<file path="src/hdl/bas_regs.svh">
// Purpose: register offsets, field positions, reset values and timing counts
// Assumes: included by bare name from the package and the design modules
// Notes:   definitions only
`ifndef BAS_REGS_SVH
`define BAS_REGS_SVH

// ---------------------------------------------------------------
// register access
// ---------------------------------------------------------------
`define BAS_ADDR_W        8
`define BAS_DATA_W        16
`define BAS_SUMMARY_OFS   8'h04
`define BAS_REJECT_OFS    8'h03
`define BAS_REJECT_BIT    0

// ---------------------------------------------------------------
// summary register fields
// ---------------------------------------------------------------
`define BAS_TIMEOUT_BIT   15
`define BAS_THERMAL_BIT   14
`define BAS_CAL_BIT       13
`define BAS_NOTICE_BIT    12
`define BAS_DONE_BIT      11
`define BAS_FLAG_HI       15
`define BAS_FLAG_LO       11
`define BAS_FLAG_N        5
`define BAS_FLAG_RST      5'h00
`define BAS_RSVD_RST      11'h000

// ---------------------------------------------------------------
// timing
// ---------------------------------------------------------------
`define BAS_CLK_MHZ        50
`define BAS_NOTICE_BASE_US 1000
`define BAS_NOTICE_BASE_CYC (`BAS_NOTICE_BASE_US * `BAS_CLK_MHZ)
`define BAS_NCFG_W         3

`endif

</file>
<file path="src/hdl/bas_pkg.sv">
// Purpose: shared types of the balancing alert status block
// Assumes: bas_regs.svh holds the numbers
// Notes:   every use is written bas_pkg::name
`include "bas_regs.svh"

package bas_pkg;

  // kind of balancing run reported by the balancing engine
  typedef enum logic [1:0]
  {
    BAS_RUN_MANUAL    = 2'h0,
    BAS_RUN_DISCHARGE = 2'h1,
    BAS_RUN_AUTO      = 2'h2,
    BAS_RUN_NONE      = 2'h3
  } bas_run_mode_t;

  // run status from the balancing engine
  typedef struct packed
  {
    logic          active;
    bas_run_mode_t mode;
  } bas_run_t;

  // one-cycle end-of-run events from the balancing engine
  typedef struct packed
  {
    logic timeout;
    logic thermal;
    logic calib;
    logic done_timer;
    logic done_uv;
  } bas_halt_t;

  // register access request
  typedef struct packed
  {
    logic                    wr;
    logic                    rd;
    logic [`BAS_ADDR_W-1:0]  addr;
    logic [`BAS_DATA_W-1:0]  wdata;
  } bas_reg_req_t;

  // progress notice timer states, one-hot
  typedef enum logic [1:0]
  {
    BAS_NTC_OFF   = 2'b01,
    BAS_NTC_COUNT = 2'b10
  } bas_ntc_state_t;

endpackage

</file>
<file path="src/hdl/bas_notice_timer.sv">
// Purpose: periodic progress tick during discharge and automated runs
// Assumes: cfg of zero disables; otherwise period is cfg base periods
// Notes:   tick is a one-cycle pulse from a flip-flop
`timescale 1ns/10ps
`include "bas_regs.svh"

module bas_notice_timer
#(
  parameter int unsigned BASE_CYC = `BAS_NOTICE_BASE_CYC
)
(
  input  wire logic                   clk,
  input  wire logic                   sys_rst,
  input  wire logic                   ce,
  input  wire logic                   run_ok,
  input  wire logic [`BAS_NCFG_W-1:0] cfg,
  output logic                        tick
);

  bas_pkg::bas_ntc_state_t  state_r;
  logic [31:0]              pre_r;
  logic [`BAS_NCFG_W-1:0]   unit_r;
  logic                     tick_r;
  logic                     pre_wrap;
  logic                     unit_wrap;
  logic                     counting;

  assign counting  = (state_r == bas_pkg::BAS_NTC_COUNT) && run_ok && (cfg != 3'h0);
  assign pre_wrap  = (pre_r == (BASE_CYC - 32'h1));
  assign unit_wrap = pre_wrap && ((unit_r + 3'h1) == cfg);
  assign tick      = tick_r;

  // state: a config change to zero or the end of a run stops the timer
  always_ff @(posedge clk)
  begin
    if (sys_rst)
      state_r <= bas_pkg::BAS_NTC_OFF;
    else if (ce)
    begin
      case (state_r)
        bas_pkg::BAS_NTC_OFF:
          if (run_ok && (cfg != 3'h0))
            state_r <= bas_pkg::BAS_NTC_COUNT;
        bas_pkg::BAS_NTC_COUNT:
          if (!run_ok || (cfg == 3'h0))
            state_r <= bas_pkg::BAS_NTC_OFF;
        default:
          state_r <= bas_pkg::BAS_NTC_OFF;
      endcase
    end
  end

  // base prescaler; restarts each run so the first notice is a full period late
  always_ff @(posedge clk)
  begin
    if (sys_rst)
      pre_r <= 32'h0;
    else if (ce)
      pre_r <= (!counting || pre_wrap) ? 32'h0 : pre_r + 32'h1;
  end

  // base periods elapsed in the current notice period
  always_ff @(posedge clk)
  begin
    if (sys_rst)
      unit_r <= 3'h0;
    else if (ce)
    begin
      if (!counting || unit_wrap)
        unit_r <= 3'h0;
      else if (pre_wrap)
        unit_r <= unit_r + 3'h1;
    end
  end

  // tick pulse
  always_ff @(posedge clk)
  begin
    if (sys_rst)
      tick_r <= 1'b0;
    else if (ce)
      tick_r <= counting && unit_wrap;
  end

endmodule

</file>
<file path="src/hdl/bas_alert_status.sv">
// Purpose: latched alerts about balancing runs and rejected protected writes
// Assumes: balancing engine, scan engine and register decoder are outside
// Notes:   all alert flags are set by hardware and cleared by writing zero
`timescale 1ns/10ps
`include "bas_regs.svh"

module bas_alert_status
#(
  parameter int unsigned NOTICE_BASE_CYC = `BAS_NOTICE_BASE_CYC
)
(
  input  wire logic                      clk,
  input  wire logic                      sys_rst,
  input  wire logic                      ce,
  input  wire bas_pkg::bas_reg_req_t     reg_req,
  output logic [`BAS_DATA_W-1:0]         reg_rdata,
  input  wire logic                      prot_wr,
  input  wire logic                      scan_active,
  output logic                           prot_wr_accept,
  output logic                           prot_wr_discard,
  input  wire bas_pkg::bas_run_t         run,
  input  wire bas_pkg::bas_halt_t        halt,
  input  wire logic                      balance_timeout_disable,
  input  wire logic                      balance_thermal_enable,
  input  wire logic [`BAS_NCFG_W-1:0]    balance_notice_config,
  output logic [`BAS_DATA_W-1:0]         balancing_alert_summary,
  output logic                           protected_write_reject_alert
);

  // ---------------------------------------------------------------
  // declarations
  // ---------------------------------------------------------------
  logic [`BAS_FLAG_N-1:0]  flag_r;
  logic [`BAS_FLAG_N-1:0]  set_vec;
  logic [`BAS_FLAG_N-1:0]  clr_vec;
  logic                    reject_r;
  logic                    reject_set;
  logic                    reject_clr;
  logic                    accept_r;
  logic                    discard_r;
  logic [`BAS_DATA_W-1:0]  rdata_r;
  logic [`BAS_DATA_W-1:0]  rdata_nxt;
  logic [`BAS_DATA_W-1:0]  summary_view;
  logic                    busy;
  logic                    sum_wr;
  logic                    rej_wr;
  logic                    any_kind;
  logic                    dis_or_auto;
  logic                    notice_tick;

  // ---------------------------------------------------------------
  // decode of run kind and register writes
  // ---------------------------------------------------------------
  // a halt event only counts while the engine still reports its run kind
  assign any_kind    = run.active && (run.mode != bas_pkg::BAS_RUN_NONE);
  assign dis_or_auto = run.active && ((run.mode == bas_pkg::BAS_RUN_DISCHARGE)
                                   || (run.mode == bas_pkg::BAS_RUN_AUTO));
  assign busy        = scan_active || run.active;
  assign sum_wr      = reg_req.wr && (reg_req.addr == `BAS_SUMMARY_OFS);
  assign rej_wr      = reg_req.wr && (reg_req.addr == `BAS_REJECT_OFS);

  // ---------------------------------------------------------------
  // progress notice timer
  // ---------------------------------------------------------------
  // manual runs get no progress notice, so only discharge and automated qualify
  bas_notice_timer
  #(
    .BASE_CYC (NOTICE_BASE_CYC)
  )
  u_notice
  (
    .clk     (clk),
    .sys_rst (sys_rst),
    .ce      (ce),
    .run_ok  (dis_or_auto),
    .cfg     (balance_notice_config),
    .tick    (notice_tick)
  );

  // ---------------------------------------------------------------
  // alert set and clear terms
  // ---------------------------------------------------------------
  // index 0 is bit 11, index 4 is bit 15
  always_comb
  begin
    set_vec    = 5'h00;
    set_vec[4] = halt.timeout && !balance_timeout_disable && dis_or_auto;
    set_vec[3] = halt.thermal && balance_thermal_enable && any_kind;
    set_vec[2] = halt.calib && dis_or_auto;
    set_vec[1] = notice_tick;
    set_vec[0] = (halt.done_timer || halt.done_uv) && any_kind;
  end

  // a zero in the written data clears; a one is ignored
  assign clr_vec = sum_wr ? ~reg_req.wdata[`BAS_FLAG_HI:`BAS_FLAG_LO] : 5'h00;

  // ---------------------------------------------------------------
  // alert flags
  // ---------------------------------------------------------------
  // set wins over a clear in the same cycle so no event is lost; the block
  // does not check that a run has ended before a clear, that is software's job
  generate
    for (genvar i = 0; i < `BAS_FLAG_N; i++)
    begin : g_flag
      always_ff @(posedge clk)
      begin
        if (sys_rst)
          flag_r[i] <= 1'b0;
        else if (ce)
        begin
          if (set_vec[i])
            flag_r[i] <= 1'b1;
          else if (clr_vec[i])
            flag_r[i] <= 1'b0;
        end
      end
    end
  endgenerate

  // ---------------------------------------------------------------
  // protected write screening
  // ---------------------------------------------------------------
  assign reject_set = prot_wr && busy;
  assign reject_clr = rej_wr && !reg_req.wdata[`BAS_REJECT_BIT];

  // reject flag, set wins over a clear
  always_ff @(posedge clk)
  begin
    if (sys_rst)
      reject_r <= 1'b0;
    else if (ce)
    begin
      if (reject_set)
        reject_r <= 1'b1;
      else if (reject_clr)
        reject_r <= 1'b0;
    end
  end

  // commit or discard strobe to the protected register, one cycle late;
  // the register must update only on accept, never on the raw write
  always_ff @(posedge clk)
  begin
    if (sys_rst)
    begin
      accept_r  <= 1'b0;
      discard_r <= 1'b0;
    end
    else if (ce)
    begin
      accept_r  <= prot_wr && !busy;
      discard_r <= prot_wr && busy;
    end
  end

  // ---------------------------------------------------------------
  // read path
  // ---------------------------------------------------------------
  assign summary_view = {flag_r, `BAS_RSVD_RST};

  // unmapped offsets read as zero; reads have no side effect
  always_comb
  begin
    rdata_nxt = rdata_r;
    if (reg_req.rd)
    begin
      case (reg_req.addr)
        `BAS_SUMMARY_OFS: rdata_nxt = summary_view;
        `BAS_REJECT_OFS:  rdata_nxt = {15'h0000, reject_r};
        default:          rdata_nxt = 16'h0000;
      endcase
    end
  end

  // read data register, holds until the next read
  always_ff @(posedge clk)
  begin
    if (sys_rst)
      rdata_r <= 16'h0000;
    else if (ce)
      rdata_r <= rdata_nxt;
  end

  // ---------------------------------------------------------------
  // outputs
  // ---------------------------------------------------------------
  assign reg_rdata                    = rdata_r;
  assign prot_wr_accept               = accept_r;
  assign prot_wr_discard              = discard_r;
  assign balancing_alert_summary      = summary_view;
  assign protected_write_reject_alert = reject_r;
endmodule

</file>
<file path="config.mk">
export PLATFORM = sky130hd
export DESIGN_NAME = bas_alert_status
export DESIGN_NICKNAME = d
export VERILOG_FILES = /design/src/hdl/bas_pkg.sv /design/src/hdl/bas_notice_timer.sv /design/src/hdl/bas_alert_status.sv
export VERILOG_INCLUDE_DIRS = /design/src /design/src/hdl
export SDC_FILE = /design/constraint.sdc
export NUM_CORES = 1
export LEC_CHECK = 0
export BUFFER_PORTS_ARGS = -buffer_cell sky130_fd_sc_hd__buf_4
export CAP_MARGIN = 20
export CORE_MARGIN = 5
export CORE_UTILIZATION = 48
export DETAILED_ROUTE_END_ITERATION = 6
export GPL_TIMING_DRIVEN = 0
export PLACE_DENSITY = 0.75
export SLEW_MARGIN = 10
export SYNTH_ARGS = -nofsm -noshare
export SYNTH_HDL_FRONTEND = slang
export SYNTH_SLANG_ARGS = --single-unit
</file>
<file path="constraint.sdc">
create_clock -name clk -period 6 [get_ports clk]
set_clock_uncertainty 0.2 [all_clocks]
set_input_delay 0.9 -clock clk [delete_from_list [all_inputs] [get_ports clk]]
set_output_delay 0.9 -clock clk [all_outputs]
set_load 0.02 [all_outputs]
</file>
---- Word-level counts from Yosys, hierarchy flattened ----
Cells that the tools add are included.
storage, ports and cells
  bits in registers ....................... 62
  latch bits .............................. 0
  bits in writable memories ............... 0
  memory bits (read-only) ................. 0
  input bits .............................. 44
  output and inout port bits .............. 35
  logic and storage cells ................. 94
  memories kept ........................... 0
operators by class
  $add $sub $neg .......................... 2
  $mul .................................... 0
  divide/modulo/power cells ............... 0
  $lt $le $gt $ge ......................... 0
  equal/unequal tests ..................... 11
  shift operators ......................... 0
  mux-type cells .......................... 20
  bitwise operators ....................... 1
  reduce and logical (&&, ||, !) cells .... 47
operators with widths
  kind                                                    count
  adder 32 x 1 -> 32 bit (second input constant)          1
  equality test 32 x 16 -> 1 bit (second input constant)  1
  two-way mux 32 bit                                      1
  one-hot mux 16 bit (2 select lines)                     1
  logical AND 1 bit                                       18
  AND reduction 2 bit                                     8
  nonzero test 2 bit                                      7
  two-way mux 1 bit                                       12
  equality test 8 x 2 -> 1 bit (second input constant)    1
  equality test 8 x 3 -> 1 bit (second input constant)    1
  logical OR 1 bit                                        6
  two-way mux 3 bit                                       2
  logical NOT 1 bit                                       5
  two-way mux 5 bit                                       1
  inverter 5 bit                                          1
  equality test 2 x 1 -> 1 bit (second input constant)    2
  equality test 2 bit (second input constant)             2
  two-way mux 2 bit                                       2
  != test 2 bit (second input constant)                   2
  one-hot mux 2 bit (2 select lines)                      1
  adder 3 x 1 -> 3 bit (second input constant)            1
  equality test 3 bit                                     1
  logical NOT 3 bit                                       1
  AND reduction 3 bit                                     1
  2 further kinds                                         2

---- Depth between registers and ports, before layout ----
Gate-level depths: netlist of the first run.
  depth after elaboration ................. 9
  mapped depth ............................ 7
  mapped depth without buffers ............ 6

---- By module ----
A second synthesis of the first run with hierarchy kept.
second synthesis, totals
  cell total of the unflattened synthesis .. 328
  area, all modules ....................... 2,793.9 um2
modules (own cells, without submodules)
  module            times used  cells an instance  area an instance (um2)
  bas_notice_timer  1           226                1,944.4
  bas_alert_status  1           102                849.6

---- Worst setup path before layout of the first run ----
OpenSTA, ideal clock, no wires.
  path type ............................... in2reg
  from .................................... in run[0] in the netlist's numbering
  to ...................................... reg u_notice.unit_r[0]
  setup time .............................. 0.071 ns
  arrival time ............................ 2.396 ns
  data required time ...................... 5.729 ns
  path slack .............................. 3.334 ns
  stages .................................. 6
  buffers on the path ..................... 0
  cells stage by stage .................... ha_1 o311ai_0 or2_2 nor4_1 nand4b_1 a21oi_1
between the ends
  cells in the longest elaborated chain, start to end .. 9
ends and longest elaborated chain
  what                                                                 line                                            text
  start, declared                                                      bas_alert_status.sv:21                          input wire bas_pkg::bas_run_t run,
  equality test 2 x 1 -> 1 bit or equality test 2 bit (tied branches)  bas_alert_status.sv:56, bas_alert_status.sv:57
  logical OR 1 bit (*)                                                 bas_alert_status.sv:57                          || (run.mode == bas_pkg::BAS_RUN_AUTO));
  logical AND 1 bit (*)                                                bas_alert_status.sv:56                          assign dis_or_auto = run.active && ((run.mode == bas_pkg::BAS_RUN_DISCHARGE)
  logical AND 1 bit (*) (2 in a row)                                   bas_notice_timer.sv:28                          assign counting = (state_r == bas_pkg::BAS_NTC_COUNT) && run_ok && (cfg != 3'h0);
  logical NOT 1 bit (*)                                                bas_notice_timer.sv:69                          if (!counting || unit_wrap)
  logical OR 1 bit (*)                                                 bas_notice_timer.sv:69
  nonzero test 2 bit (no source line)                                  --
  AND reduction 2 bit (no source line)                                 --
  end signal, assigned                                                 bas_notice_timer.sv:72                          unit_r <= unit_r + 3'h1;
  end, declared                                                        bas_notice_timer.sv:22                          logic [`BAS_NCFG_W-1:0] unit_r;
Every way passes the cells marked *; elsewhere a longest branch is shown, timed or not.
A chain may end at the register's enable or synchronous reset.

---- Worst setup path after layout of the first run ----
  from .................................... in run[0] in the netlist's numbering
  to ...................................... reg u_notice.tick_r (netlist: u_notice.tick)
between the ends
  cells in the longest elaborated chain, start to end .. 6
ends and longest elaborated chain
  what                                                                 line                                            text
  equality test 2 x 1 -> 1 bit or equality test 2 bit (tied branches)  bas_alert_status.sv:56, bas_alert_status.sv:57
  logical OR 1 bit (*)                                                 bas_alert_status.sv:57
  logical AND 1 bit (*)                                                bas_alert_status.sv:56
  logical AND 1 bit (*) (2 in a row)                                   bas_notice_timer.sv:28
  logical AND 1 bit (*)                                                bas_notice_timer.sv:82                          tick_r <= counting && unit_wrap;
  end signal, assigned                                                 bas_notice_timer.sv:82
  end, declared                                                        bas_notice_timer.sv:23                          logic tick_r;
Marked as above.

==> results.ini, run 1 <==
[finish]
nFillCells=525
num_antenna_cells=0
seq_area_sq_um=1040
fin_nets=444
layout-area-overhead-vs-synth_pct=23.3
fin_cells=470
layout-drive-gt1-share=0.221
multiInputGateArea_sq_um=1470
fin_area_sq_um=3320

[critical_path]
cp.required_ps=6050
criticalPathCategory=input port to flip-flop
path_depth=7
cp_slowest_cell=nor4_1
cp_cell_sequence=buf_4 > ha_1 > o311ai_0 > or2_2 > nor4_1 > nand4_1 > a21oi_1
crit_end=u_notice.tick$_SDFFE_PP0P_
crit_path_start=run[0]
slowest_delay_ps=610
cp-start-kind=input port
crit_fanout=4
regToRegStartpoint=u_notice.pre_r[2]$_SDFFE_PP0P_
end_kind=flip-flop
crit_family=simple AND/OR/NAND/NOR gates
path_buf_inv=1
r2r_setup_slack_ps=3730
r2r-end=u_notice.pre_r[31]$_SDFFE_PP0P_
worstPathArrival_ps=2850
rr_worst_depth=6

[sta]
final_max_slew_viol_count=0
fmax_mhz=357
setup_viol=0
period_share=0.467
maxSlewHeadroom=0.512
tightest_slew_ps=725
finalCriticalPeriod_ps=2800
hold_viol=0
rsz0062_at_grt=false
setup_tns_ps=0

[pwr]
peakVddDrop_mv=0.122
p_per_area_nw_per_um2=200
power_frac_comb=0.106
clockPowerShare=0.367
switching_power_uw=158
p_sw_frac=0.237
p_int_uw=506
seqPwrFrac=0.528
p_leak_uw=0.00127

[die]
die_area_sq_um=7200
chipWidth_um=84.9
die_height_um=84.9
io_pins=79
start_util=0.492
design.core.area_sq_um=5470
num_rows=27

[route]
wl_met2_mm=2.92
first_iter_violations=73
met3_length_um=410
vias=2445
vias_per_cell=5.20
drt_wl_total_mm=6.01
ant_nets=0
dr.pass1.iters=4
wl_met1_mm=2.63
avgRoutedWirePerCell_um=12.8
route.detailed.drc=0
top_layer=met4

[global_routing]
antenna_found_initial=0
grtUsageTotal=0.164
grt_pass1_wl_mm=9.84
grt_start_max_net_pins=18
grt_pass1_vias=2210
overflow=0

[yosys]
postSynth.asyncResetShare=0
netlist_area_sq_um=2690
synth.ff_latch_count=52
ys_top_cells_by_area=dfxtp_1 39%, nor2_1 7.0%, xnor2_1 6.5%
syn-instance-count=324
synth_ff_type=dfxtp_1
yosysUniqueCellTypes=44
syn_avg_cell_area_sq_um=8.30
synth_top_area_cell=dfxtp_1
synth_seq_area_share=0.387
synth_top_area_share=0.387
yosysWarningCount=0
synth_edf_count=0

[clock_tree]
cts.sinks=52
post_cts_buffers=0
cts_hold_buf=0
cts_tree=yes
cts_made_buffers=5
root_buffer=clkbuf_8
cts_resized=0
clk_path_buf_depth=2
htree_levels=2
insertion_delay_ps=310
path_clk_slew_ps=100

[placement]
port_buffers=46
dpl_cell_area_sq_um=3200
hpwl_mm=4.68
gp_congestion=0.822
placed_cells=462

[run_status]
status=finished clean

[flow_run]
drv_cap=0

[min_path]
worstHoldPathType=flip-flop to flip-flop

==> metal layers <==
metal,vias to the layer above,track usage
li1,1240,-
met2,56,0.284
met3,5,0.0408
met4,0,0.0561
met1,1144,0.197
met5,-,0
==> metrics by stage <==
| stage | setup slack, ps | util | hold slack [ps] | total power, uW |
|---|---|---|---|---|
| global placement | 2900 | 0.585 | 241 | 427 |
| detailed placement | 2870 | 0.585 | 249 | 428 |
| global route | 3010 | 0.606 | 297 | 693 |
| CTS | 3200 | 0.606 | 263 | 673 |
| finish | 3200 | 0.606 | 258 | 664 |
| floorplan | 3330 | - | 242 | 401 |
==> worst register-to-register path, cell delays in order, from the launching register on <==
cell	delay (ps)
dfxtp_1	320
clkbuf_2	180
and4_1	230
nand3_1	330
or3_4	480
or3_1	350
a21oi_1	130
==> flip-flops by register name (all words and copies together), names as in the netlist <==
name                          cells
u_notice.pre_r                   32
balancing_alert_summary           5
u_notice.state_r                  2
prot_wr_discard                   1
reg_rdata                         6
protected_write_reject_alert      1
u_notice.tick                     1
prot_wr_accept                    1
u_notice.unit_r                   3
==> final cells by class <==
class | count | area share
Buffer | 33 | 0.0657
Clock buffer | 5 | 0.0208
Clock inverter | 3 | 0.0140
Inverter | 9 | 0.0102
Multi-Input combinational cell | 250 | 0.444
Sequential cell | 52 | 0.314
Tap cell | 72 | 0.0272
Timing Repair Buffer | 46 | 0.104
==> synthesized netlist by cell type, types with 11 or more instances <==
cell	instances
nand3_1	15
nand2_1	15
nor2_1	50
o21ai_0	12
nor4_1	11
a21oi_1	16
xnor2_1	20
dfxtp_1	52
buf_4	21
xor2_1	12
nand4_1	16
==> placed cells by master (no fill, tap or decap), types with 2 or more instances in the layout <==
cell | Yosys | final
a21oi_1 | 16 | 16
a22oi_1 | 5 | 5
and3_1 | 5 | 5
and4_1 | 6 | 6
buf_2 | 5 | 5
buf_4 | 21 | 67
clkbuf_1 | 4 | 4
clkbuf_8 | 0 | 5
conb_1 | 1 | 21
dfxtp_1 | 52 | 52
ha_1 | 3 | 3
inv_1 | 9 | 9
nand2_1 | 15 | 15
nand2b_1 | 3 | 3
nand3_1 | 15 | 15
nand4_1 | 16 | 16
nor2_1 | 50 | 50
nor2b_1 | 4 | 4
nor3_1 | 9 | 9
nor4_1 | 11 | 11
nor4b_1 | 4 | 4
nor4bb_1 | 2 | 2
o21ai_0 | 12 | 12
or3_1 | 4 | 4
or4_1 | 2 | 2
xnor2_1 | 20 | 20
xor2_1 | 12 | 12
==> worst min path at each step <==
| stage | from | endpoint | slack [ps] | cells after the start |
|---|---|---|---|---|
| after global placement | reg_rdata[0]$_SDFFE_PP0P_ | reg_rdata[0]$_SDFFE_PP0P_ | 240 | 2 |
| after detailed placement | reg_rdata[0]$_SDFFE_PP0P_ | reg_rdata[0]$_SDFFE_PP0P_ | 250 | 2 |
| after floorplan | u_notice.tick$_SDFFE_PP0P_ | balancing_alert_summary[12]$_SDFFE_PP0P_ | 240 | 2 |
| final | reg_rdata[0]$_SDFFE_PP0P_ | reg_rdata[0]$_SDFFE_PP0P_ | 260 | 2 |
| after global routing | reg_rdata[0]$_SDFFE_PP0P_ | reg_rdata[0]$_SDFFE_PP0P_ | 300 | 2 |
| after CTS | reg_rdata[0]$_SDFFE_PP0P_ | reg_rdata[0]$_SDFFE_PP0P_ | 260 | 2 |
==> cells by family (layout without fill, tap and decap cells) <==
family,count (synthesis),after routing,share of synthesized area
buffers and inverters,42,96,0.0935
XOR/XNOR,32,32,0.104
flip-flops,52,52,0.387
adder cells (fa/ha/maj),3,3,0.0140
other,1,21,0.00139
AND/OR/NAND/NOR,153,153,0.309
multiplexers,1,1,0.00372
AO/OA/AOI/OAI,40,40,0.0870
==> power groups by stage <==
stage,Combinational (uW),Clock (uW),Sequential (uW)
global route,76.1,265,351
global placement,68.9,0,358
detailed placement,69.7,0,359
finish,70.1,243,350
CTS,70.0,252,351
floorplan,40.6,0,361
(Power assumes the default switching activity.)
==> inputs of run 2 (changes only) <==
--- a/config.mk
+++ b/config.mk
@@ -6,13 +6,14 @@
 export SDC_FILE = /design/constraint.sdc
 export NUM_CORES = 1
 export LEC_CHECK = 0
+export ABC_AREA = 1
 export BUFFER_PORTS_ARGS = -buffer_cell sky130_fd_sc_hd__buf_4
 export CAP_MARGIN = 20
 export CORE_MARGIN = 5
 export CORE_UTILIZATION = 48
 export DETAILED_ROUTE_END_ITERATION = 6
 export GPL_TIMING_DRIVEN = 0
-export PLACE_DENSITY = 0.75
+export PLACE_DENSITY = 0.73
 export SLEW_MARGIN = 10
 export SYNTH_ARGS = -nofsm -noshare
 export SYNTH_HDL_FRONTEND = slang
==> constraint.sdc (replaced) <==
create_clock -name clk -period 2.86 [get_ports clk]
set_clock_uncertainty 0.2 [all_clocks]
set_input_delay 0.429 -clock clk [delete_from_list [all_inputs] [get_ports clk]]
set_output_delay 0.429 -clock clk [all_outputs]
set_load 0.02 [all_outputs]
==> results.ini, run 2 <==
[route]
first_iter_violations=142  ; +95%
drt_wl_total_mm=7.35  ; +22%
ant_nets=0  ; unchanged
vias_per_cell=4.74  ; -8.8%
dr.pass1.iters=4  ; unchanged
avgRoutedWirePerCell_um=11.5  ; -10%
route.detailed.drc=0  ; unchanged
vias=3031  ; +24%

[min_path]
worstHoldPathType=input port to flip-flop
whs_endpoint=u_notice.unit_r[2]$_SDFFE_PP0P_
worstHoldStart=sys_rst
hold_depth=4  ; +2

[clock_tree]
post_cts_buffers=0  ; unchanged
cts_hold_buf=0  ; unchanged
htree_levels=2  ; unchanged
root_buffer=clkbuf_8
cts_resized=0  ; unchanged
path_clk_slew_ps=100  ; about the same
insertion_delay_ps=310  ; about the same
cts_made_buffers=5  ; unchanged
cts_tree=yes
cts.sinks=52  ; unchanged
clk_path_buf_depth=2  ; unchanged

[yosys]
synth_top_area_cell=dfxtp_1
synth_simple_gate_area_share=0.390  ; +0.0807
syn_avg_cell_area_sq_um=6.44  ; -22%
syn-instance-count=487  ; +50%
netlist_area_sq_um=3130  ; +17%
synth_xor_area_frac=0.0643  ; -0.0399
synth_top_family_by_area=simple AND/OR/NAND/NOR gates
yosys.area_share.adder=0.0120  ; -0.00198
yosysWarningCount=0  ; unchanged
synth_edf_count=0  ; unchanged
synth.ff_latch_count=52  ; unchanged
muxShareOfSynthArea=0.00319  ; -0.000527
synth.most_common_cell=nand2_1
ys_top_cells_by_count=118 x nand2_1, 93 x nor2_1, 59 x inv_1, 52 x dfxtp_1, 35 x nand3_1
postSynth.asyncResetShare=0  ; unchanged
synth_compound_gate_area_share=0.0575  ; -0.0295
ys_top_cells_by_area=dfxtp_1 33%, nand2_1 14%, nor2_1 11%
yosysUniqueCellTypes=29  ; -34%
synth_seq_area_share=0.332  ; -0.0548
synth_ff_type=dfxtp_1
synth_top_area_share=0.332  ; -0.0548

[finish]
mostFrequentLayoutCells=118 x nand2_1, 93 x nor2_1, 70 x buf_4
nFillCells=631  ; +20%
final_common_cell=nand2_1
largest-register=u_notice.pre_r
utilization=0.593  ; -0.0127
seq_area_sq_um=1040  ; unchanged
layout-drive-gt1-share=0.178  ; -0.0432
largest_register_ffs=32  ; unchanged
num_antenna_cells=0  ; unchanged
fin_nets=608  ; +37%
multiInputGateArea_sq_um=1730  ; +18%
layout-area-overhead-vs-synth_pct=20.2
fin_cells=639  ; +36%

[sta]
setup_viol=0  ; unchanged
period_share=0.695
tightest_slew_ps=519  ; -206 ps
final_max_slew_viol_count=0  ; unchanged
fmax_mhz=503
rsz0062_at_grt=false
finalCriticalPeriod_ps=1990
hold_slack_ps=184  ; -73.9 ps
hold_viol=0  ; unchanged
setup_tns_ps=0  ; unchanged
maxSlewHeadroom=0.654  ; +0.142

[global_routing]
antenna_found_initial=0  ; unchanged
grt_pass1_vias=2814  ; +27%
grtUsageTotal=0.181  ; +0.0172
grt_pass1_wl_mm=12.6  ; +28%
overflow=0  ; unchanged
grt_start_max_net_pins=16  ; -2

[die]
die_height_um=90.8  ; +7.0%
num_rows=29  ; +7.4%
chipWidth_um=90.8  ; +7.0%
start_util=0.494  ; +0.00206
design.core.area_sq_um=6350  ; +16%
io_pins=79  ; unchanged
die_area_sq_um=8250  ; +15%

[critical_path]
cp-start-kind=flip-flop
criticalPathCategory=flip-flop to flip-flop
cp.required_ps=2860  ; -3190 ps
r2r-end=u_notice.pre_r[20]$_SDFFE_PP0P_
crit_fanout=6  ; +2
r2r_setup_slack_ps=870  ; -2860 ps
slowest_delay_ps=380  ; -230 ps
rr_worst_depth=8  ; +2
cp_slowest_cell=dfxtp_1
cp_cell_sequence=ha_1 > nand2_1 > nor3_4 > inv_2 > nor2_2 > nand2_1 > xor2_1 > nor2_2
end_kind=flip-flop
worstPathArrival_ps=1990  ; -860 ps
regToRegStartpoint=u_notice.pre_r[0]$_SDFFE_PP0P_

[pwr]
p_leak_uw=0.00172  ; +35%
p_per_area_nw_per_um2=381  ; +90%
peakVddDrop_mv=0.226  ; +85%
finalPower_uw=1430  ; +120%

[placement]
port_buffers=47  ; +2.2%
hpwl_mm=5.91  ; +26%
placed_cells=631  ; +37%
gp_congestion=0.930  ; +13%

[run_status]
status=finished clean

[flow_run]
drv_cap=0  ; unchanged

-- run 2: changes by cell type in the layout (fill, tap and decap cells not counted), sizes merged, moves of 6 or more --
cell,before,now
and4,6,0
inv,10,62
nand2,15,123
nand3,15,36
nand4,17,9
nor2,50,100
nor4,11,0
xnor2,20,1
xor2,12,22
-- run 2: critical path: cells and delay by family (launching register included) --
| kind | cells | cell delay [ps] |
|---|---|---|
| buf+inv | 1 | 60 |
| simple gates | 5 | 860 |
| flops | 1 | 380 |
| xor+xnor | 1 | 180 |
| fa+ha+maj | 1 | 210 |
-- run 2: area by class of cell --
type / count / area share
Clock inverter: 2 / 0.00930
Timing Repair Buffer: 47 / 0.0937
Tap cell: 77 / 0.0256
Buffer: 29 / 0.0545
Clock buffer: 6 / 0.0193
Inverter: 62 / 0.0618
Multi-Input combinational cell: 364 / 0.459
Sequential cell: 52 / 0.276
-- run 2: cells by family (layout without fill, tap and decap cells) --
logic type      Yosys count  in the layout
flops                    52             52
fa+ha+maj                 3              3
mux                       1              1
compound gates           36             36
buf+inv                  91            146
other cells               1             21
simple gates            280            280
xor+xnor                 23             23
-- run 2: metal layers --
metal / up-vias / global-route usage / wire, um / share of wire
met5: - / 0 / 0 / 0
met4: 0 / 0.0538 / 89 / 0.012
met3: 9 / 0.0542 / 597 / 0.081
met2: 100 / 0.292 / 3310 / 0.45
met1: 1314 / 0.233 / 3360 / 0.46
li1: 1608 / - / - / -
-- run 2: worst max-delay path by stage --
stage,start,cells after the start,to,slack (ps)
floorplan,run[0],10,u_notice.pre_r[28]$_SDFFE_PP0P_,1080
global placement,run[1],11,u_notice.pre_r[28]$_SDFFE_PP0P_,780
detailed placement,run[0],11,u_notice.pre_r[28]$_SDFFE_PP0P_,770
CTS,u_notice.pre_r[0]$_SDFFE_PP0P_,8,u_notice.pre_r[20]$_SDFFE_PP0P_,850
global route,u_notice.pre_r[0]$_SDFFE_PP0P_,8,u_notice.pre_r[22]$_SDFFE_PP0P_,690
finish,u_notice.pre_r[0]$_SDFFE_PP0P_,8,u_notice.pre_r[20]$_SDFFE_PP0P_,870
-- run 2: through the flow --
step	setup WS [ps]	cell area (sq um)
floorplan	1080	3210
global route	692	3770
CTS	849	3770
global placement	782	3660
finish	872	3770
detailed placement	772	3660
-- run 2: power by group --
part / internal, uW / leakage [uW] / switching, uW
sequential: 738 / 0.000421 / 8.69
clock: 260 / 0.0000552 / 242
combinational: 82.9 / 0.00124 / 103
total: 1080 / 0.00172 / 353
==> inputs of run 3 (changes only) <==
==> constraint.sdc (replaced) <==
create_clock -name clk -period 1.9 [get_ports clk]
set_clock_uncertainty 0.2 [all_clocks]
set_input_delay 0.285 -clock clk [delete_from_list [all_inputs] [get_ports clk]]
set_output_delay 0.285 -clock clk [all_outputs]
set_load 0.02 [all_outputs]
==> results.ini, run 3 (same netlist as run 2, synthesis figures left out) <==
[finish]
layout-area-overhead-vs-synth_pct=23.7
largest-register=u_notice.pre_r
mostFrequentLayoutCells=117 x nand2_1, 90 x nor2_1, 72 x buf_4
layout-drive-gt1-share=0.206  ; +0.0284
num_antenna_cells=0  ; unchanged
final_common_cell=nand2_1
fin_nets=613  ; +0.82%
largest_register_ffs=32  ; unchanged

[sta]
setup_viol=0  ; unchanged
maxSlewHeadroom=0.662  ; +0.00808
period_share=0.956  ; +0.261
finalCriticalPeriod_ps=1820  ; -172 ps
final_max_slew_viol_count=0  ; unchanged
setup_slack_ps=84.3  ; -788 ps
fmax_mhz=551  ; +9.5%
tightest_slew_ps=507  ; -12.1 ps
hold_viol=0  ; unchanged

[route]
ant_nets=0  ; unchanged
route.detailed.drc=0  ; unchanged
first_iter_violations=185  ; +30%
vias_per_cell=4.75  ; about the same
vias=3057  ; +0.86%
dr.pass1.iters=4  ; unchanged
avgRoutedWirePerCell_um=11.7  ; +1.4%
drt_wl_total_mm=7.51  ; +2.2%

[pwr]
p_sw_frac=0.248  ; +0.00169
p_leak_uw=0.00176  ; +2.3%
peakVddDrop_mv=0.344  ; +52%
power_frac_comb=0.132  ; +0.003
clockPowerShare=0.349  ; about the same
p_int_uw=1630  ; +51%
switching_power_uw=538  ; +52%
finalPower_uw=2170  ; +51%
seqPwrFrac=0.518  ; -0.003
p_per_area_nw_per_um2=559  ; +47%

[die]
die_area_sq_um=8250  ; unchanged
start_util=0.494  ; unchanged
num_rows=29  ; unchanged
io_pins=79  ; unchanged
design.core.area_sq_um=6350  ; unchanged
die_height_um=90.8  ; unchanged
chipWidth_um=90.8  ; unchanged

[critical_path]
crit_fanout=5  ; -1
r2r_setup_slack_ps=80  ; -790 ps
end_kind=flip-flop
cp-start-kind=flip-flop
worstPathArrival_ps=1820  ; -170 ps
criticalPathCategory=flip-flop to flip-flop
cp.required_ps=1910  ; -950 ps

[clock_tree]
clk_path_buf_depth=2  ; unchanged
cts_made_buffers=5  ; unchanged
cts_tree=yes
cts_hold_buf=0  ; unchanged
root_buffer=clkbuf_8
cts.sinks=52  ; unchanged
htree_levels=2  ; unchanged
insertion_delay_ps=310  ; about the same
path_clk_slew_ps=90  ; about the same

[global_routing]
antenna_found_initial=0  ; unchanged
grt_pass1_wl_mm=12.7  ; +0.55%
grt_pass1_vias=2824  ; +0.36%
overflow=0  ; unchanged
grt_start_max_net_pins=16  ; unchanged
grtUsageTotal=0.182  ; +0.00124

[min_path]
worstHoldPathType=input port to flip-flop

[placement]
port_buffers=47  ; unchanged
gp_congestion=0.930  ; unchanged
dp_slack_ps=-96.9  ; -869 ps
hpwl_mm=5.91  ; unchanged

[run_status]
status=finished clean

[flow_run]
drv_cap=0  ; unchanged

run 3: changes by cell type in the layout (fill, tap and decap cells not counted), moves of 2 or more:
cell and change:
buf_4 +2, buf_6 +2, dfxtp_1 -7, dfxtp_2 +7, nor2_1 -3, nor2_4 +2
run 3: repair_timing:
action	in CTS	in global routing
cloned	0	0
buffers inserted	3	2
endpoints found under the setup margin	27	30
pin swaps	2	3
resized for setup	5	14
run 3: final cells by class:
cell class	count	area, sq um
Buffer	29	213
Fill cell	614	2470
Inverter	62	233
Timing Repair Buffer	52	403
Multi-Input combinational cell	364	1780
Clock inverter	2	35.0
Clock buffer	6	72.6
Sequential cell	52	1050
Tap cell	77	96.3
run 3: power groups by stage:
stage	sequential [uW]	clock (uW)	combinational, uW
3_5_place_dp	1150	0	278
5_1_grt	1130	838	315
3_3_place_gp	1150	0	273
6_report	1120	758	287
4_1_cts	1120	775	281
2_1_floorplan	1160	0	158
run 3: worst max-delay path: stages (launching register included):
cell     delay (ps)
dfxtp_2         370
buf_4           120
inv_1            70
nor2_4          190
nand3_4         120
nor3_4          290
buf_4           180
nand3_1          70
nand2_1          80
nor2_1           40
run 3: per-layer routing:
metal  global-route usage  wire, um  up-vias  share of wire
li1                     -         -     1616              -
met1                0.236      3490     1351           0.47
met2                0.294      3460       82           0.46
met3               0.0500       472        8          0.063
met4               0.0550        80        0          0.011
met5                    0         0        -              0
run 3: per-stage QoR:
step                cells  instance area, sq um  hold slack (ps)   util  setup TNS [ps]
finish                644                  3880             38.0  0.611               0
global route          644                  3880             40.1  0.611           -21.6
CTS                   642                  3810             42.9  0.601               0
detailed placement    631                  3660              266  0.576           -1000
global placement      631                  3660              256  0.576            -466
floorplan             507                  3210              245      -               0
run 3: final timing paths:
check / from / to / depth (start not counted)
hold reg to reg: u_notice.tick$_SDFFE_PP0P_ / balancing_alert_summary[12]$_SDFFE_PP0P_ / 2
setup / recovery: u_notice.pre_r[0]$_SDFFE_PP0P_ / u_notice.pre_r[29]$_SDFFE_PP0P_ / 9
hold / removal: sys_rst / u_notice.unit_r[2]$_SDFFE_PP0P_ / 4
setup reg to reg: u_notice.pre_r[0]$_SDFFE_PP0P_ / u_notice.pre_r[29]$_SDFFE_PP0P_ / 9
